===== src/ext_bus_pkg.sv =====
// Constants shared by the external bus wait controller.
package ext_bus_pkg;

   // ----------------------------------------------------------
   // Widths
   // ----------------------------------------------------------
   localparam int PHYS_W    = 20;
   localparam int LOGICAL_W = 16;
   localparam int CTRL_W    = 8;
   localparam int CNT_W     = 2;

   // ----------------------------------------------------------
   // Wait selection field in the first system control register
   // ----------------------------------------------------------
   localparam int WSEL_LSB = 6;
   localparam int WSEL_MSB = 7;

   localparam logic [1:0] WSEL_SLOW_A = 2'h0;
   localparam logic [1:0] WSEL_SLOW_B = 2'h1;
   localparam logic [1:0] WSEL_MIXED  = 2'h2;
   localparam logic [1:0] WSEL_FAST   = 2'h3;

   // ----------------------------------------------------------
   // Physical memory regions
   // ----------------------------------------------------------
   localparam logic [PHYS_W-1:0] LOW_END  = 20'h7ffff;
   localparam logic [PHYS_W-1:0] HIGH_END = 20'hffdff;

   // ----------------------------------------------------------
   // Wait state counts
   // ----------------------------------------------------------
   localparam logic [CNT_W-1:0] WAITS_NONE = 2'h0;
   localparam logic [CNT_W-1:0] WAITS_ONE  = 2'h1;
   localparam logic [CNT_W-1:0] WAITS_TWO  = 2'h2;

   // ----------------------------------------------------------
   // Reset values
   // ----------------------------------------------------------
   localparam logic [PHYS_W-1:0] ADDR_RST = 20'h00000;
   localparam logic [CNT_W-1:0]  CNT_RST  = 2'h0;
   localparam logic [2:0]        SYNC_RST = 3'h7;

   // Cycle controller states, one-hot.
   typedef enum logic [3:0] {
      ST_IDLE  = 4'h1,
      ST_WAIT  = 4'h2,
      ST_READY = 4'h4,
      ST_HOLD  = 4'h8
   } cyc_state_e;

endpackage


===== src/ext_bus_wait_ctrl.sv =====
// External bus interface with a programmable wait state controller.
// How it works
// - Wait selection comes from bits 6 and 7 of the first control register.
// - External strobes stay high for internal peripherals and internal RAM.
// - Codes 00 and 01 give one wait per memory region, two for I/O.
// - Code 10 gives low 1, high 0, I/O 1; code 11 gives 0, 0, 1.
// - Codes 00 and 01 widen memory write strobes in both regions.
// - Four core strobes become four external asynchronous strobes.
// - Internal wait request and external ready merge into core wait input.
// - Internal memory always runs with zero waits.
// - Zero wait external memory access ignores external ready.
// - The 1MB space is two halves with independent wait timing.
// - Core memory read strobe stays low for the whole read.
// - Core memory write strobe stays low for the whole write.
// - I/O read strobe is low for at least two clocks.
// - I/O write strobe is low for at least two clocks.
// - While wait is low the core waits; a slow party holds the request.
module ext_bus_wait_ctrl (
   input  wire logic                          CLK,
   input  wire logic                          RST_N,
   input  wire logic [ext_bus_pkg::CTRL_W-1:0] SYSTEM_CONTROL_FIRST,
   input  wire logic [ext_bus_pkg::LOGICAL_W-1:0] LOGICAL_ADDR,
   input  wire logic [ext_bus_pkg::PHYS_W-1:0] PHYS_ADDR,
   input  wire logic                          INTERNAL_HIT,
   input  wire logic                          CORE_MEM_READ_N,
   input  wire logic                          CORE_MEM_WRITE_N,
   input  wire logic                          CORE_IO_READ_N,
   input  wire logic                          CORE_IO_WRITE_N,
   input  wire logic                          EXT_READY_IN,
   output logic                               CORE_WAIT_N,
   output logic [ext_bus_pkg::PHYS_W-1:0]     EXT_ADDR,
   output logic                               EXT_MEM_READ_STROBE_N,
   output logic                               EXT_MEM_WRITE_STROBE_N,
   output logic                               EXT_IO_READ_STROBE_N,
   output logic                               EXT_IO_WRITE_STROBE_N
);

   // ----------------------------------------------------------
   // Access decode
   // ----------------------------------------------------------
   logic       mem_rd;
   logic       mem_wr;
   logic       io_rd;
   logic       io_wr;
   logic       mem_any;
   logic       io_any;
   logic       ext_mem;
   logic       ext_io;
   logic       ext_any;
   logic       high_half;
   logic [1:0] wsel;
   logic       wide;
   logic [ext_bus_pkg::CNT_W-1:0] waits;

   // Strobes are active low; the map decides whether a cycle leaves the chip.
   always_comb begin
      mem_rd    = !CORE_MEM_READ_N;
      mem_wr    = !CORE_MEM_WRITE_N;
      io_rd     = !CORE_IO_READ_N;
      io_wr     = !CORE_IO_WRITE_N;
      mem_any   = mem_rd || mem_wr;
      io_any    = io_rd || io_wr;
      ext_mem   = mem_any && !INTERNAL_HIT
                  && (PHYS_ADDR <= ext_bus_pkg::HIGH_END);
      ext_io    = io_any && !INTERNAL_HIT;
      ext_any   = ext_mem || ext_io;
      high_half = PHYS_ADDR > ext_bus_pkg::LOW_END;
      wsel      = SYSTEM_CONTROL_FIRST[ext_bus_pkg::WSEL_MSB:ext_bus_pkg::WSEL_LSB];
      wide      = !wsel[1] && ext_mem;
   end

   // Wait count per region and selection code.
   always_comb begin
      waits = ext_bus_pkg::WAITS_NONE;
      if (ext_io) begin
         if (!wsel[1]) begin
            waits = ext_bus_pkg::WAITS_TWO;
         end else begin
            waits = ext_bus_pkg::WAITS_ONE;
         end
      end else if (ext_mem) begin
         if (!wsel[1]) begin
            waits = ext_bus_pkg::WAITS_ONE;
         end else if (wsel == ext_bus_pkg::WSEL_MIXED && !high_half) begin
            waits = ext_bus_pkg::WAITS_ONE;
         end else begin
            waits = ext_bus_pkg::WAITS_NONE;
         end
      end
   end

   // ----------------------------------------------------------
   // External ready synchroniser
   // ----------------------------------------------------------
   logic [2:0] sync_q;
   logic [2:0] sync_d;
   logic       rdy_q;
   logic       rdy_d;

   // Ready changes only once the second and third stages agree.
   always_comb begin
      sync_d = {sync_q[1:0], EXT_READY_IN};
      rdy_d  = rdy_q;
      if (sync_q[1] == sync_q[2]) begin
         rdy_d = sync_q[2];
      end
   end

   // Registers the ready pipeline.
   always_ff @(posedge CLK) begin
      if (!RST_N) begin
         sync_q <= ext_bus_pkg::SYNC_RST;
         rdy_q  <= 1'b1;
      end else begin
         sync_q <= sync_d;
         rdy_q  <= rdy_d;
      end
   end

   // ----------------------------------------------------------
   // Cycle controller
   // ----------------------------------------------------------
   ext_bus_pkg::cyc_state_e state_q;
   ext_bus_pkg::cyc_state_e state_d;
   logic [ext_bus_pkg::CNT_W-1:0] cnt_q;
   logic [ext_bus_pkg::CNT_W-1:0] cnt_d;
   logic start;
   logic wait_req;

   // Counts programmed waits, then waits for ready, then holds to the end.
   always_comb begin
      state_d  = state_q;
      cnt_d    = cnt_q;
      start    = 1'b0;
      wait_req = 1'b0;
      case (state_q)
         ext_bus_pkg::ST_IDLE: begin
            if (ext_any) begin
               start = 1'b1;
               if (waits == ext_bus_pkg::WAITS_NONE) begin
                  state_d = ext_bus_pkg::ST_HOLD;
               end else begin
                  wait_req = 1'b1;
                  cnt_d    = waits - ext_bus_pkg::WAITS_ONE;
                  if (waits == ext_bus_pkg::WAITS_ONE) begin
                     state_d = ext_bus_pkg::ST_READY;
                  end else begin
                     state_d = ext_bus_pkg::ST_WAIT;
                  end
               end
            end
         end
         ext_bus_pkg::ST_WAIT: begin
            wait_req = 1'b1;
            cnt_d    = cnt_q - ext_bus_pkg::WAITS_ONE;
            if (cnt_q == ext_bus_pkg::WAITS_ONE) begin
               state_d = ext_bus_pkg::ST_READY;
            end
         end
         ext_bus_pkg::ST_READY: begin
            if (!rdy_q) begin
               wait_req = 1'b1;
            end else begin
               state_d = ext_bus_pkg::ST_HOLD;
            end
         end
         ext_bus_pkg::ST_HOLD: begin
            if (!mem_any && !io_any) begin
               state_d = ext_bus_pkg::ST_IDLE;
            end
         end
         default: begin
            state_d = ext_bus_pkg::ST_IDLE;
         end
      endcase
   end

   // Registers the cycle controller.
   always_ff @(posedge CLK) begin
      if (!RST_N) begin
         state_q <= ext_bus_pkg::ST_IDLE;
         cnt_q   <= ext_bus_pkg::CNT_RST;
      end else begin
         state_q <= state_d;
         cnt_q   <= cnt_d;
      end
   end

   // Merged wait goes straight to the core so it is seen in the same cycle.
   assign CORE_WAIT_N = !wait_req;

   // ----------------------------------------------------------
   // External strobes and address
   // ----------------------------------------------------------
   logic wr_seen_q;
   logic wr_seen_d;
   logic mrd_n_q;
   logic mrd_n_d;
   logic mwr_n_q;
   logic mwr_n_d;
   logic core_io_read_n_n_q;
   logic core_io_read_n_n_d;
   logic core_io_write_n_n_q;
   logic core_io_write_n_n_d;
   logic [ext_bus_pkg::PHYS_W-1:0] addr_q;
   logic [ext_bus_pkg::PHYS_W-1:0] addr_d;

   // Strobes follow the core strobes for external cycles only; a normal
   // write strobe starts one clock late so the address settles first.
   always_comb begin
      wr_seen_d = ext_mem && mem_wr;
      mrd_n_d   = !(ext_mem && mem_rd);
      mwr_n_d   = !(ext_mem && mem_wr && (wide || wr_seen_q));
      core_io_read_n_n_d  = !(ext_io && io_rd);
      core_io_write_n_n_d  = !(ext_io && io_wr);
      addr_d    = addr_q;
      if (start) begin
         addr_d = PHYS_ADDR;
      end
   end

   // Registers the strobes and the bus address.
   always_ff @(posedge CLK) begin
      if (!RST_N) begin
         wr_seen_q <= 1'b0;
         mrd_n_q   <= 1'b1;
         mwr_n_q   <= 1'b1;
         core_io_read_n_n_q  <= 1'b1;
         core_io_write_n_n_q  <= 1'b1;
         addr_q    <= ext_bus_pkg::ADDR_RST;
      end else begin
         wr_seen_q <= wr_seen_d;
         mrd_n_q   <= mrd_n_d;
         mwr_n_q   <= mwr_n_d;
         core_io_read_n_n_q  <= core_io_read_n_n_d;
         core_io_write_n_n_q  <= core_io_write_n_n_d;
         addr_q    <= addr_d;
      end
   end

   // Outputs come straight from the flip-flops.
   assign EXT_MEM_READ_STROBE_N  = mrd_n_q;
   assign EXT_MEM_WRITE_STROBE_N = mwr_n_q;
   assign EXT_IO_READ_STROBE_N   = core_io_read_n_n_q;
   assign EXT_IO_WRITE_STROBE_N  = core_io_write_n_n_q;
   assign EXT_ADDR               = addr_q;
endmodule


===== config.mk =====
export PLATFORM = sky130hd
export DESIGN_NAME = ext_bus_wait_ctrl
export DESIGN_NICKNAME = d
export VERILOG_FILES = /design/src/ext_bus_pkg.sv /design/src/ext_bus_wait_ctrl.sv
export SDC_FILE = /design/constraint.sdc
export NUM_CORES = 1
export LEC_CHECK = 0
export BUFFER_PORTS_ARGS = -buffer_cell sky130_fd_sc_hd__buf_2
export CAP_MARGIN = 20
export CORE_ASPECT_RATIO = 0.9
export CORE_MARGIN = 10
export CORE_UTILIZATION = 41
export CTS_BUF_LIST = sky130_fd_sc_hd__clkbuf_2 sky130_fd_sc_hd__clkbuf_4 sky130_fd_sc_hd__clkbuf_8
export DETAILED_ROUTE_END_ITERATION = 8
export PLACE_DENSITY = 0.77
export SLEW_MARGIN = 20
export SYNTH_ARGS = -nofsm -noshare
export SYNTH_HDL_FRONTEND = slang
export SYNTH_SLANG_ARGS = --single-unit
export TNS_END_PERCENT = 20

===== constraint.sdc =====
create_clock -name CLK -period 2.6 [get_ports CLK]
set_clock_uncertainty 0.1 [all_clocks]
set_input_delay 0.78 -clock CLK [delete_from_list [all_inputs] [get_ports CLK]]
set_output_delay 0.78 -clock CLK [all_outputs]
set_load 0.005 [all_outputs]

======== Word level (Yosys, flattened, before mapping) ========
Index checks and enable logic that the tools add are counted.
word-level totals
  logic and storage cells ................. 81
  bits in registers ....................... 35
  output and inout port bits .............. 25
cells by class
  mux-type cells .......................... 21
  reductions and logical operators ........ 33
  magnitude comparators ................... 2
  equality and inequality tests ........... 13
  add/sub/neg operators ................... 2
operators by type and width
  kind                                                              count
  greater-than comparator 20 x 19 -> 1 bit (second input constant)  1
  <= comparator 20 bit (second input constant)                      1
  two-way mux 4 bit                                                 5
  one-hot mux 4 bit (4 select lines)                                1
  logical NOT 1 bit                                                 14
  logical AND 1 bit                                                 11
  inequality test 2 bit (second input constant)                     5
  two-way mux 1 bit                                                 8
  two-way mux 2 bit                                                 4
  equality test 2 x 1 -> 1 bit (second input constant)              2
  equality test 4 x 1 -> 1 bit (second input constant)              1
  equality test 4 x 2 -> 1 bit (second input constant)              1
  equality test 4 x 3 -> 1 bit (second input constant)              1
  equality test 4 bit (second input constant)                       1
  logical OR 1 bit                                                  4
  one-hot mux 2 bit (2 select lines)                                1
  AND reduction 4 bit                                               1
  subtractor 2 x 1 -> 2 bit (second input constant)                 2
  two-way mux 3 bit                                                 1
  one-hot mux 1 bit (3 select lines)                                1
  AND reduction 3 bit                                               1
  equality test 2 bit (second input constant)                       1
  logical NOT 2 bit                                                 1
  nonzero test 2 bit                                                1
  equality test 1 bit                                               1

======== Longest topological paths before layout ========
Gate-level depths: netlist of the first run.
  depth in word-level cells ............... 12
  depth in mapped cells ................... 9
  depth with buffers taken out ............ 9

======== Least setup slack after synthesis of the first run ========
OpenSTA, ideal clock, no wires.
  path type ............................... input-to-output
  start point ............................. input port PHYS_ADDR[19] in the netlist's numbering
  end point ............................... output port CORE_WAIT_N
  data arrival time ....................... 1890 ps
  stages on the path ...................... 7
  slack ................................... -170 ps
  data required time ...................... 1720 ps
  path through ............................ o21ai_0 o21a_1 inv_1 or3_1 ha_1 nor2_1 nor3b_1
between the ends
  longest elaborated chain between the ends .. 12
  elaborated cells between the ends (all ways) .. 15
RTL lines
  element                                   RTL line                  source
  from (decl)                               ext_bus_wait_ctrl.sv:23   input wire logic [ext_bus_pkg::PHYS_W-1:0] PHYS_ADDR,
  greater-than comparator 20 x 19 -> 1 bit  ext_bus_wait_ctrl.sv:67   high_half = PHYS_ADDR > ext_bus_pkg::LOW_END;
  logical NOT 1 bit                         ext_bus_wait_ctrl.sv:84   end else if (wsel == ext_bus_pkg::WSEL_MIXED && !high_half) begin
  logical AND 1 bit                         ext_bus_wait_ctrl.sv:84
  two-way mux 1 bit                         ext_bus_wait_ctrl.sv:84
  two-way mux 1 bit                         ext_bus_wait_ctrl.sv:82   if (!wsel[1]) begin
  two-way mux 1 bit                         ext_bus_wait_ctrl.sv:81   end else if (ext_mem) begin
  two-way mux 2 bit                         ext_bus_wait_ctrl.sv:75   if (ext_io) begin
  logical NOT 2 bit                         ext_bus_wait_ctrl.sv:140  if (waits == ext_bus_pkg::WAITS_NONE) begin
  two-way mux 1 bit                         ext_bus_wait_ctrl.sv:140
  two-way mux 1 bit (*)                     ext_bus_wait_ctrl.sv:138  if (ext_any) begin
  one-hot mux 1 bit (3 select lines) (*)    ext_bus_wait_ctrl.sv:136  case (state_q)
  logical NOT 1 bit (*)                     ext_bus_wait_ctrl.sv:190  assign CORE_WAIT_N = !wait_req;
  to (decl)                                 ext_bus_wait_ctrl.sv:30   output logic CORE_WAIT_N,
Mark *: on every way between the ends. The rest lies on a longest branch, timed or not.

======== Worst setup path in the final report of the first run ========
  start point ............................. input port CORE_IO_WRITE_N
  end point ............................... output port CORE_WAIT_N
between the ends
  longest elaborated chain between the ends .. 9
  elaborated cells between the ends (all ways) .. 10
RTL lines
  element                                 RTL line                  source
  from (decl)                             ext_bus_wait_ctrl.sv:28   input wire logic CORE_IO_WRITE_N,
  logical NOT 1 bit (*)                   ext_bus_wait_ctrl.sv:60   io_wr = !CORE_IO_WRITE_N;
  logical OR 1 bit (*)                    ext_bus_wait_ctrl.sv:62   io_any = io_rd || io_wr;
  logical AND 1 bit (*)                   ext_bus_wait_ctrl.sv:65   ext_io = io_any && !INTERNAL_HIT;
  two-way mux 2 bit                       ext_bus_wait_ctrl.sv:75
  logical NOT 2 bit                       ext_bus_wait_ctrl.sv:140
  two-way mux 1 bit                       ext_bus_wait_ctrl.sv:140
  two-way mux 1 bit (*)                   ext_bus_wait_ctrl.sv:138
  one-hot mux 1 bit (3 select lines) (*)  ext_bus_wait_ctrl.sv:136
  logical NOT 1 bit (*)                   ext_bus_wait_ctrl.sv:190
Marked as above.

==> flow_metrics.py, run 1 <==
metrics = {
    "final_layout": {
        "instances_no_fill": 269,
        "drive_gt1_share_pct": 44.4,
        "area.growth.synth_to_final_pct": 46.1,
        "nNetsFinal": 278,
        "final_common_cell": "buf_2",
        "fin_util_pct": 62.2,
        "diodes": 0,
        "fill_cells": 300,
        "mostFrequentLayoutCells": "48 x buf_2, 35 x dfxtp_1, 24 x nor2_1",
    },
    "logic_synthesis": {
        "ys_seq_area_share_pct": 49.1,
        "synth_largest_area_cell": "dfxtp_1",
        "yosysWarningCount": 0,
        "synth.cell_area_um2": 1430,
        "synth_top_cell_area_share_pct": 49.1,
        "synthCells": 149,
        "synth.ff_latch_count": 35,
        "synth.avg_cell_area_um2": 9.58,
        "synth_cell_types": 28,
        "synth.area.top_cells": "dfxtp_1 49%, mux2i_1 15%, nor2_1 6.6%",
        "synth.net_count": 203,
    },
    "sta": {
        "finalMaxSlewViolations": 0,
        "final-setup-viol-count": 1,
        "period_needed_ns": 2.92,
        "worst_slew_pin_slew_ns": 0.369,
        "period_share_pct": 112,
        "finalHoldViolations": 0,
        "max_slew_margin_pct": 75.4,
        "fin_ws_ns": -0.321,
        "rsz0062_at_grt": "true",
        "fmax_mhz": 342,
    },
    "setup_path": {
        "required_ns": 1.72,
        "worstPathMaxFanout": 5,
        "arrival_ns": 2.04,
        "crit_type": "in -> out",
        "rr_worst_depth": 5,
        "cp-start-kind": "input pin",
        "end_kind": "output port",
    },
    "place": {
        "detailed_place_hpwl_um": 2830,
        "dp_cells": 256,
        "gp_congestion": 0.776,
        "portBuffers": 54,
    },
    "pwr": {
        "vdd_ir_drop_max_mv": 0.502,
        "p_switching_uw": 479,
        "p_comb_share_pct": 30.0,
        "p_sw_share_pct": 29.2,
        "power_density_nw_per_um2": 787,
        "power.share.clock_pct": 29.9,
        "share_seq_of_total_power_pct": 40.1,
        "p_leak_uw": 0.00104,
        "p_int_uw": 1160,
    },
    "clock_network": {
        "htreeDepth": 2,
        "insertion_delay_ns": 0.29,
        "cts_tree": "built",
        "cts_root_buf": "clkbuf_8",
        "clkSlewWorstSetupHoldPaths_ns": 0.07,
        "cts_buffers": 5,
        "ctsHoldBuffers": 0,
        "cts_sinks": 35,
        "clockBufferDepth": 2,
    },
    "floorplanning": {
        "die_w_um": 82.2,
        "rows": 20,
        "start_util_pct": 42.6,
        "die_area_um2": 6250,
        "coreArea_um2": 3350,
        "io_pins": 77,
        "chipHeight_um": 76.0,
    },
    "grt": {
        "grt_max_degree": 25,
        "antenna_found_initial": 0,
        "track_usage_pct": 12.3,
        "gr-total-overflow": 0,
        "grt_pass1_wl_um": 6130,
        "grt_pass1_vias": 1284,
    },
    "detailed_routing": {
        "final_antenna_net_count": 0,
        "wl_met2_um": 1850,
        "via_per_inst": 4.93,
        "drt-initial-drc-count": 61,
        "post_drt_wl_per_cell_um": 14.2,
        "wl_met1_um": 1620,
        "wirelength_um": 3820,
        "drc_errors": 0,
        "drt-pass1-iter-count": 4,
        "top_layer_used": "met4",
        "route.met3.wl_um": 317,
        "num_vias": 1325,
    },
    "run_status": {
        "violations": "negative setup slack",
        "outcome": "complete, but fails checks",
    },
    "min_path": {
        "hp-class": "reg -> reg",
        "whs_path_depth": 1,
    },
    "run": {
        "maxCapViolCount": 0,
    },
}
-- worst max-delay path, stage by stage --
cell     delay [ns]
buf_8          0.11
a21oi_4        0.13
o21a_1         0.17
inv_2          0.05
or3_4          0.37
ha_4           0.18
nor2_4         0.08
nor3b_2        0.05
buf_2          0.13
-- synth_stat cells --
master and n:
or3_1 4, nand2b_1 5, nor2_1 25, inv_1 6
buf_2 3, o21a_1 1, ha_1 2, o21bai_1 1
nand4_1 5, nand3_1 3, or4b_2 2, o211ai_1 1
nor3b_1 2, o2111a_1 1, a211o_1 3, o221a_2 1
a21oi_1 3, a31oi_1 2, or4b_4 1, dfxtp_1 35
nand2_1 4, nor4_1 1, nand3b_1 1, or2_2 5
nor3_1 3, mux2i_1 21, o21ai_0 4, clkbuf_1 4
-- layout make-up --
cell class / instances / area, µm² / area share, %
repair buffers: 75 / 469 / 22.5
multi-input cells: 101 / 726 / 34.8
flip-flops and latches: 35 / 701 / 33.6
well taps: 44 / 55.1 / 2.64
clock inverters: 3 / 43.8 / 2.10
clock buffers: 5 / 68.8 / 3.30
inverters: 6 / 22.5 / 1.08
-- path summary, 6_finish.rpt --
kind                   start                     end  slack (ns)
max          CORE_IO_WRITE_N             CORE_WAIT_N       -0.32
min                wr_seen_q  EXT_MEM_WRITE_STROBE_N        0.31
max reg2reg       state_q[2]                cnt_q[1]        0.30
min reg2reg        wr_seen_q  EXT_MEM_WRITE_STROBE_N        0.31
-- power groups by stage --
stage | sequential (µW) | clock, µW | combinational [µW]
after floorplan | 674 | 0 | 293
after global placement | 664 | 0 | 455
after detailed placement | 668 | 0 | 463
after CTS | 657 | 500 | 482
after global routing | 667 | 519 | 544
final | 657 | 491 | 492
-- stage by stage --
| step | hold slack (ns) | setup WS (ns) | cell area (µm²) | power [µW] | TNS [ns] |
|---|---|---|---|---|---|
| after floorplan | 0.286 | -0.0934 | 1440 | 967 | -0.0934 |
| after global placement | 0.290 | -0.419 | 1850 | 1120 | -0.514 |
| after detailed placement | 0.298 | -0.418 | 1850 | 1130 | -0.579 |
| after CTS | 0.313 | -0.356 | 2030 | 1640 | -0.356 |
| after global routing | 0.329 | -0.410 | 2090 | 1730 | -0.410 |
| final | 0.309 | -0.321 | 2090 | 1640 | -0.321 |
-- cell families (layout without fill, tap and decap cells) --
| group | after synthesis | in the layout | share of synthesized area [%] |
|---|---|---|---|
| AO/OA/AOI/OAI | 17 | 17 | 8.33 |
| flip-flops | 35 | 35 | 49.1 |
| AND/OR/NAND/NOR | 61 | 61 | 22.4 |
| buffers and inverters | 13 | 89 | 3.68 |
| multiplexers | 21 | 21 | 14.7 |
| adder cells (fa/ha/maj) | 2 | 2 | 1.75 |
-- flip-flops by register name, summed over array words and instances, names as in the netlist --
name and cells:
sync_q 3, state_q 4, wr_seen_q 1, cnt_q 2
rdy_q 1, EXT_MEM_READ_STROBE_N 1, EXT_ADDR 20, EXT_MEM_WRITE_STROBE_N 1
EXT_IO_WRITE_STROBE_N 1, EXT_IO_READ_STROBE_N 1
-- what timing repair did --
| action | CTS | global route |
|---|---|---|
| gates resized for setup | 12 | 9 |
| endpoints found under the setup margin | 1 | 1 |
| pin swaps | 8 | 4 |
| setup buffers | 3 | 2 |
-- routing by layer --
layer,GRT usage [%],vias up
met2,19.3,35
met1,14.6,619
met4,4.08,0
li1,-,668
met3,5.07,3
met5,0,-
No activity file was read; power rests on OpenSTA's default activity.
==> run 2: changes to the inputs <==
Settings changed: CAP_MARGIN 20 to 15, RECOVER_POWER set to 25.
==> run 2 against run 1 <==
Compared with the run above: die area did not move; the flow still finishes with violations (negative setup slack); largest power group unchanged; fmax hardly changed; utilization decreased by 0.15 points; sequential share of layout area up 0.081 points; largest cell class unchanged; combinational power about the same.
==> flow_metrics.py, run 2 (synthesized netlist as in run 1, its figures left out) <==
metrics = {
    "final_layout": {
        "drive_gt1_share_pct": 42.7,
        "largest_reg_flops": 20,
        "mostFrequentLayoutCells": "44 x buf_2, 35 x dfxtp_1, 24 x nor2_1",
        "fill_cells": 304,
        "final_common_cell": "buf_2",
        "multi_input_area_um2": 726,
        "final_area_um2": 2080,
        "nNetsFinal": 278,
        "diodes": 0,
        "register_area_um2": 701,
        "area.growth.synth_to_final_pct": 45.7,
    },
    "pwr": {
        "vdd_ir_drop_max_mv": 0.502,
        "power_density_nw_per_um2": 789,
        "total_power_uw": 1640,
        "p_leak_uw": 0.00103,
    },
    "sta": {
        "worst_slew_pin_slew_ns": 0.467,
        "fmax_mhz": 342,
        "worst_hold_slack_ns": 0.309,
        "finalHoldViolations": 0,
        "rsz0062_at_grt": "true",
        "period_share_pct": 112,
        "max_slew_margin_pct": 68.9,
        "period_needed_ns": 2.92,
        "finalMaxSlewViolations": 0,
        "fin_ws_ns": -0.321,
        "final-setup-viol-count": 1,
    },
    "floorplanning": {
        "start_util_pct": 42.6,
        "die_area_um2": 6250,
        "io_pins": 77,
        "chipHeight_um": 76.0,
        "die_w_um": 82.2,
        "rows": 20,
        "coreArea_um2": 3350,
    },
    "clock_network": {
        "cts_buffers": 5,
        "clkSlewWorstSetupHoldPaths_ns": 0.07,
        "ctsHoldBuffers": 0,
        "htreeDepth": 2,
        "cts_sinks": 35,
        "clockBufferDepth": 2,
        "insertion_delay_ns": 0.30,
        "cts_root_buf": "clkbuf_8",
        "cts_tree": "built",
    },
    "grt": {
        "antenna_found_initial": 0,
        "track_usage_pct": 12.3,
        "grt_pass1_wl_um": 6130,
        "grt_pass1_vias": 1284,
        "grt_max_degree": 25,
        "gr-total-overflow": 0,
    },
    "place": {
        "gp_congestion": 0.776,
        "portBuffers": 54,
        "detailed_place_hpwl_um": 2830,
        "post_dp_cell_area_um2": 1850,
        "dp_slack_ns": -0.418,
    },
    "min_path": {
        "hp-class": "reg -> reg",
        "min_from": "wr_seen_q",
        "whs_path_depth": 1,
        "worstHoldEndpoint": "EXT_MEM_WRITE_STROBE_N",
    },
    "setup_path": {
        "cp-start-kind": "input pin",
        "required_ns": 1.72,
        "r2r_end": "cnt_q[1]",
        "crit_type": "in -> out",
        "arrival_ns": 2.04,
        "worstPathMaxFanout": 5,
        "reg2reg_from": "state_q[2]",
        "rr_worst_depth": 5,
        "end_kind": "output port",
        "reg2reg_slack_ns": 0.30,
    },
    "detailed_routing": {
        "via_per_inst": 4.92,
        "drt-pass1-iter-count": 4,
        "drt-initial-drc-count": 87,
        "post_drt_wl_per_cell_um": 14.2,
        "final_antenna_net_count": 0,
        "num_vias": 1324,
        "drc_errors": 0,
        "wirelength_um": 3830,
    },
    "run": {
        "maxCapViolCount": 0,
    },
    "run_status": {
        "violations": "negative setup slack",
        "outcome": "complete, but fails checks",
    },
}
-- run 2: cell types whose count changed in the layout (fill, tap and decap cells not counted), sizes merged --
cell and change:
buf -5, clkbuf +5
-- run 2: repair_timing --
action / 4_1_cts / 5_1_grt
resized for setup: 12 / 9
endpoints found under the setup margin: 1 / 1
pin swaps: 8 / 4
setup buffers: 3 / 2
-- run 2: worst max-delay path: stages --
cell     delay, ns
buf_8         0.11
a21oi_4       0.13
o21a_1        0.17
inv_2         0.05
or3_4         0.37
ha_4          0.18
nor2_4        0.08
nor3b_2       0.05
buf_2         0.13
-- run 2: metal layers --
layer	vias up	track usage, %	routed length [µm]
met5	-	0	0
met2	35	19.3	1850
met1	618	14.6	1630
met4	0	4.08	34
li1	668	-	-
met3	3	5.07	316
-- run 2: how the worst max path moves through the flow --
stage / start / endpoint / slack (ns) / depth (start not counted)
floorplan: PHYS_ADDR[19] / CORE_WAIT_N / -0.09 / 7
CTS: CORE_IO_WRITE_N / CORE_WAIT_N / -0.36 / 9
global placement: PHYS_ADDR[19] / CORE_WAIT_N / -0.42 / 9
global route: PHYS_ADDR[12] / CORE_WAIT_N / -0.41 / 8
detailed placement: PHYS_ADDR[19] / CORE_WAIT_N / -0.42 / 9
finish: CORE_IO_WRITE_N / CORE_WAIT_N / -0.32 / 9
-- run 2: area by class of cell --
type,count,share of cell area (%)
Tap cell,44,2.65
Timing Repair Buffer,75,22.3
Inverter,6,1.08
Multi-Input combinational cell,101,34.9
Sequential cell,35,33.7
Clock inverter,3,2.10
Clock buffer,5,3.31
-- run 2: metrics by stage --
stage / setup TNS [ns] / util [%] / cells
detailed placement: -0.579 / 55.3 / 256
global placement: -0.514 / 55.3 / 256
CTS: -0.356 / 60.5 / 267
finish: -0.321 / 62.1 / 269
global route: -0.410 / 62.1 / 269
floorplan: -0.0934 / - / 149
-- run 2: report_power, final --
| part | switching [µW] | internal [µW] |
|---|---|---|
| combinational | 232 | 260 |
| clock | 207 | 285 |
| sequential | 41.3 | 616 |
==> run 3: changes to the inputs <==
Settings changed: ABC_AREA set to 1.
==> run 3 against run 2 <==
Compared with the run above: the flow still finishes with violations (negative setup slack); total power is 48% higher; fmax is 0.14% higher; synthesized area is 0.96% lower; critical endpoint unchanged; clock power is 3% higher; largest cell class is now sequential cells; non-clock buffer count is 21 higher; via count is 18% higher; sequential share of layout area is 3.1 points lower; global-route usage is 2.6 points higher; clock-buffer cell count is 1 higher; synthesized cell count is 28% higher; final cell count is 23% higher.
==> flow_metrics.py, run 3 <==
metrics = {
    "clock_network": {
        "cts_buffers": 5,
        "insertion_delay_ns": 0.29,
        "clkSlewWorstSetupHoldPaths_ns": 0.07,
        "clockBufferDepth": 2,
        "cts_root_buf": "clkbuf_8",
        "cts_sinks": 35,
        "ctsHoldBuffers": 0,
        "cts_tree": "built",
        "htreeDepth": 2,
    },
    "floorplanning": {
        "io_pins": 77,
        "die_area_um2": 6200,
        "rows": 20,
        "start_util_pct": 42.2,
        "chipHeight_um": 75.7,
        "coreArea_um2": 3350,
        "die_w_um": 81.9,
    },
    "grt": {
        "grt_pass1_vias": 1498,
        "grt_max_degree": 28,
        "track_usage_pct": 14.9,
        "antenna_found_initial": 0,
        "grt_pass1_wl_um": 6920,
        "gr-total-overflow": 0,
    },
    "pwr": {
        "p_int_uw": 1570,
        "vdd_ir_drop_max_mv": 0.537,
        "p_comb_share_pct": 46.9,
        "share_seq_of_total_power_pct": 32.2,
        "p_leak_uw": 0.00115,
        "total_power_uw": 2420,
        "power.share.clock_pct": 20.8,
        "p_sw_share_pct": 35.3,
        "p_switching_uw": 855,
        "power_density_nw_per_um2": 1060,
    },
    "sta": {
        "period_needed_ns": 2.92,
        "finalMaxSlewViolations": 0,
        "max_slew_margin_pct": 29.5,
        "period_share_pct": 112,
        "fin_ws_ns": -0.317,
        "final-setup-viol-count": 4,
        "rsz0062_at_grt": "true",
        "finalHoldViolations": 0,
        "fmax_mhz": 343,
        "worst_slew_pin_slew_ns": 1.06,
        "worst_hold_slack_ns": 0.318,
    },
    "setup_path": {
        "cp-start-kind": "input pin",
        "cp_slowest_stage_delay_ns": 0.20,
        "crit_chain": "buf_8 > a21oi_4 > nand2_2 > o21ai_1 > inv_1 > nand2_2 > ha_4 > nand2_4 > nand2_2 > inv_2 > nand2_2 > inv_2 > a21oi_2 > buf_2",
        "critPathSlowestCell": "a21oi_4",
        "arrival_ns": 2.04,
        "rr_worst_depth": 17,
        "worstPathMaxFanout": 4,
        "end_kind": "output port",
        "required_ns": 1.72,
        "crit_type": "in -> out",
        "path_common_cell": "nand2_2",
    },
    "logic_synthesis": {
        "synthArstFlopShare_pct": 0,
        "synth-edff-count": 0,
        "ys_seq_area_share_pct": 49.6,
        "synth_cell_types": 21,
        "synth.cell_area_um2": 1410,
        "synth_top_cell_area_share_pct": 49.6,
        "synth.area.top_cells": "dfxtp_1 50%, nor2_1 15%, nand2_1 6.6%",
        "synth.net_count": 245,
        "synth_most_common_cell": "nor2_1",
        "ys.flop_type": "dfxtp_1",
        "synthCells": 191,
        "synth_common_cells": "56 x nor2_1, 35 x dfxtp_1, 25 x nand2_1",
        "synth.ff_latch_count": 35,
        "yosysWarningCount": 0,
        "synth.avg_cell_area_um2": 7.40,
        "synth_largest_area_cell": "dfxtp_1",
    },
    "place": {
        "post_dp_cell_area_um2": 1830,
        "detailed_place_hpwl_um": 2840,
        "gp_congestion": 0.837,
        "portBuffers": 54,
    },
    "detailed_routing": {
        "via_per_inst": 4.71,
        "num_vias": 1563,
        "drt-pass1-iter-count": 4,
        "drc_errors": 0,
        "final_antenna_net_count": 0,
        "post_drt_wl_per_cell_um": 14.3,
        "drt-initial-drc-count": 126,
        "wirelength_um": 4740,
    },
    "final_layout": {
        "final_common_cell": "nor2_1",
        "drive_gt1_share_pct": 45.5,
        "fin_util_pct": 68.4,
        "largest_reg_flops": 20,
        "final_area_um2": 2290,
        "nNetsFinal": 341,
        "fill_cells": 268,
        "mostFrequentLayoutCells": "53 x nor2_1, 48 x buf_2, 35 x dfxtp_1",
        "diodes": 0,
        "area.growth.synth_to_final_pct": 62.3,
    },
    "run_status": {
        "violations": "negative setup slack",
        "outcome": "complete, but fails checks",
    },
    "min_path": {
        "whs_path_depth": 1,
        "hp-class": "reg -> reg",
    },
    "run": {
        "maxCapViolCount": 0,
    },
}
==> run 3: cell types whose count changed after synthesis, sizes merged, moves of 3 or more <==
cell and delta:
a211o -3, a21oi +4, inv +9, mux2i -20
nand2 +24, nand2b -5, nand3 +3, nand4 -3
nor2 +31, o21ai +21, or3 -4, or4b -3
==> run 3: what timing repair did <==
| action | CTS | global route |
|---|---|---|
| pin swaps | 7 | 9 |
| resized for setup | 16 | 34 |
| buffers inserted | 23 | 2 |
| setup endpoints to repair | 1 | 4 |
==> run 3: layout make-up <==
type | instances | area [µm²] | area share (%)
Clock buffer | 6 | 82.6 | 3.60
Tap cell | 44 | 55.1 | 2.40
Sequential cell | 35 | 701 | 30.5
Clock inverter | 2 | 35.0 | 1.53
Multi-Input combinational cell | 134 | 697 | 30.4
Timing Repair Buffer | 96 | 668 | 29.1
Inverter | 15 | 56.3 | 2.45
==> run 3: logic make-up after synthesis <==
| family | after synthesis | synth area share [%] |
|---|---|---|
| adders and majority gates | 2 | 1.77 |
| muxes | 1 | 0.708 |
| DFF | 35 | 49.6 |
| and+or+nand+nor | 97 | 28.0 |
| AOI/OAI and AO/OA | 34 | 12.6 |
| buffers and inverters | 22 | 7.43 |
==> run 3: critical path, delay by kind of cell <==
family                     cells  cell delay, ns
and+or+nand+nor                5            0.38
buffers and inverters          5            0.37
AOI/OAI and AO/OA              3            0.37
adders and majority gates      1            0.15
==> run 3: power by group through the flow <==
| stage | Combinational, µW | Clock (µW) | Sequential [µW] |
|---|---|---|---|
| finish | 1140 | 505 | 781 |
| global route | 1270 | 535 | 798 |
| CTS | 959 | 512 | 777 |
| detailed placement | 785 | 0 | 788 |
| global placement | 769 | 0 | 779 |
| floorplan | 485 | 0 | 802 |
==> run 3: per-layer routing <==
layer | routed length [µm] | share of wire [%] | global-route usage, %
met5 | 0 | 0 | 0
met2 | 2340 | 49 | 25.7
met3 | 427 | 9.0 | 5.78
met4 | 143 | 3.0 | 7.92
met1 | 1830 | 39 | 15.4
==> run 3: final timing paths <==
kind                  start                endpoint  slack, ns
max          CORE_IO_READ_N             CORE_WAIT_N      -0.32
min               wr_seen_q  EXT_MEM_WRITE_STROBE_N       0.32
max reg2reg      state_q[3]              state_q[3]       0.23
min reg2reg       wr_seen_q  EXT_MEM_WRITE_STROBE_N       0.32
==> run 3: stage by stage <==
step	std cells	TNS [ns]	worst slack, ns
final	332	-0.941	-0.317
after floorplan	191	0	0.00137
after detailed placement	299	-0.363	-0.363
after CTS	330	-0.911	-0.255
after global placement	299	-0.304	-0.304
after global routing	332	-1.34	-0.433
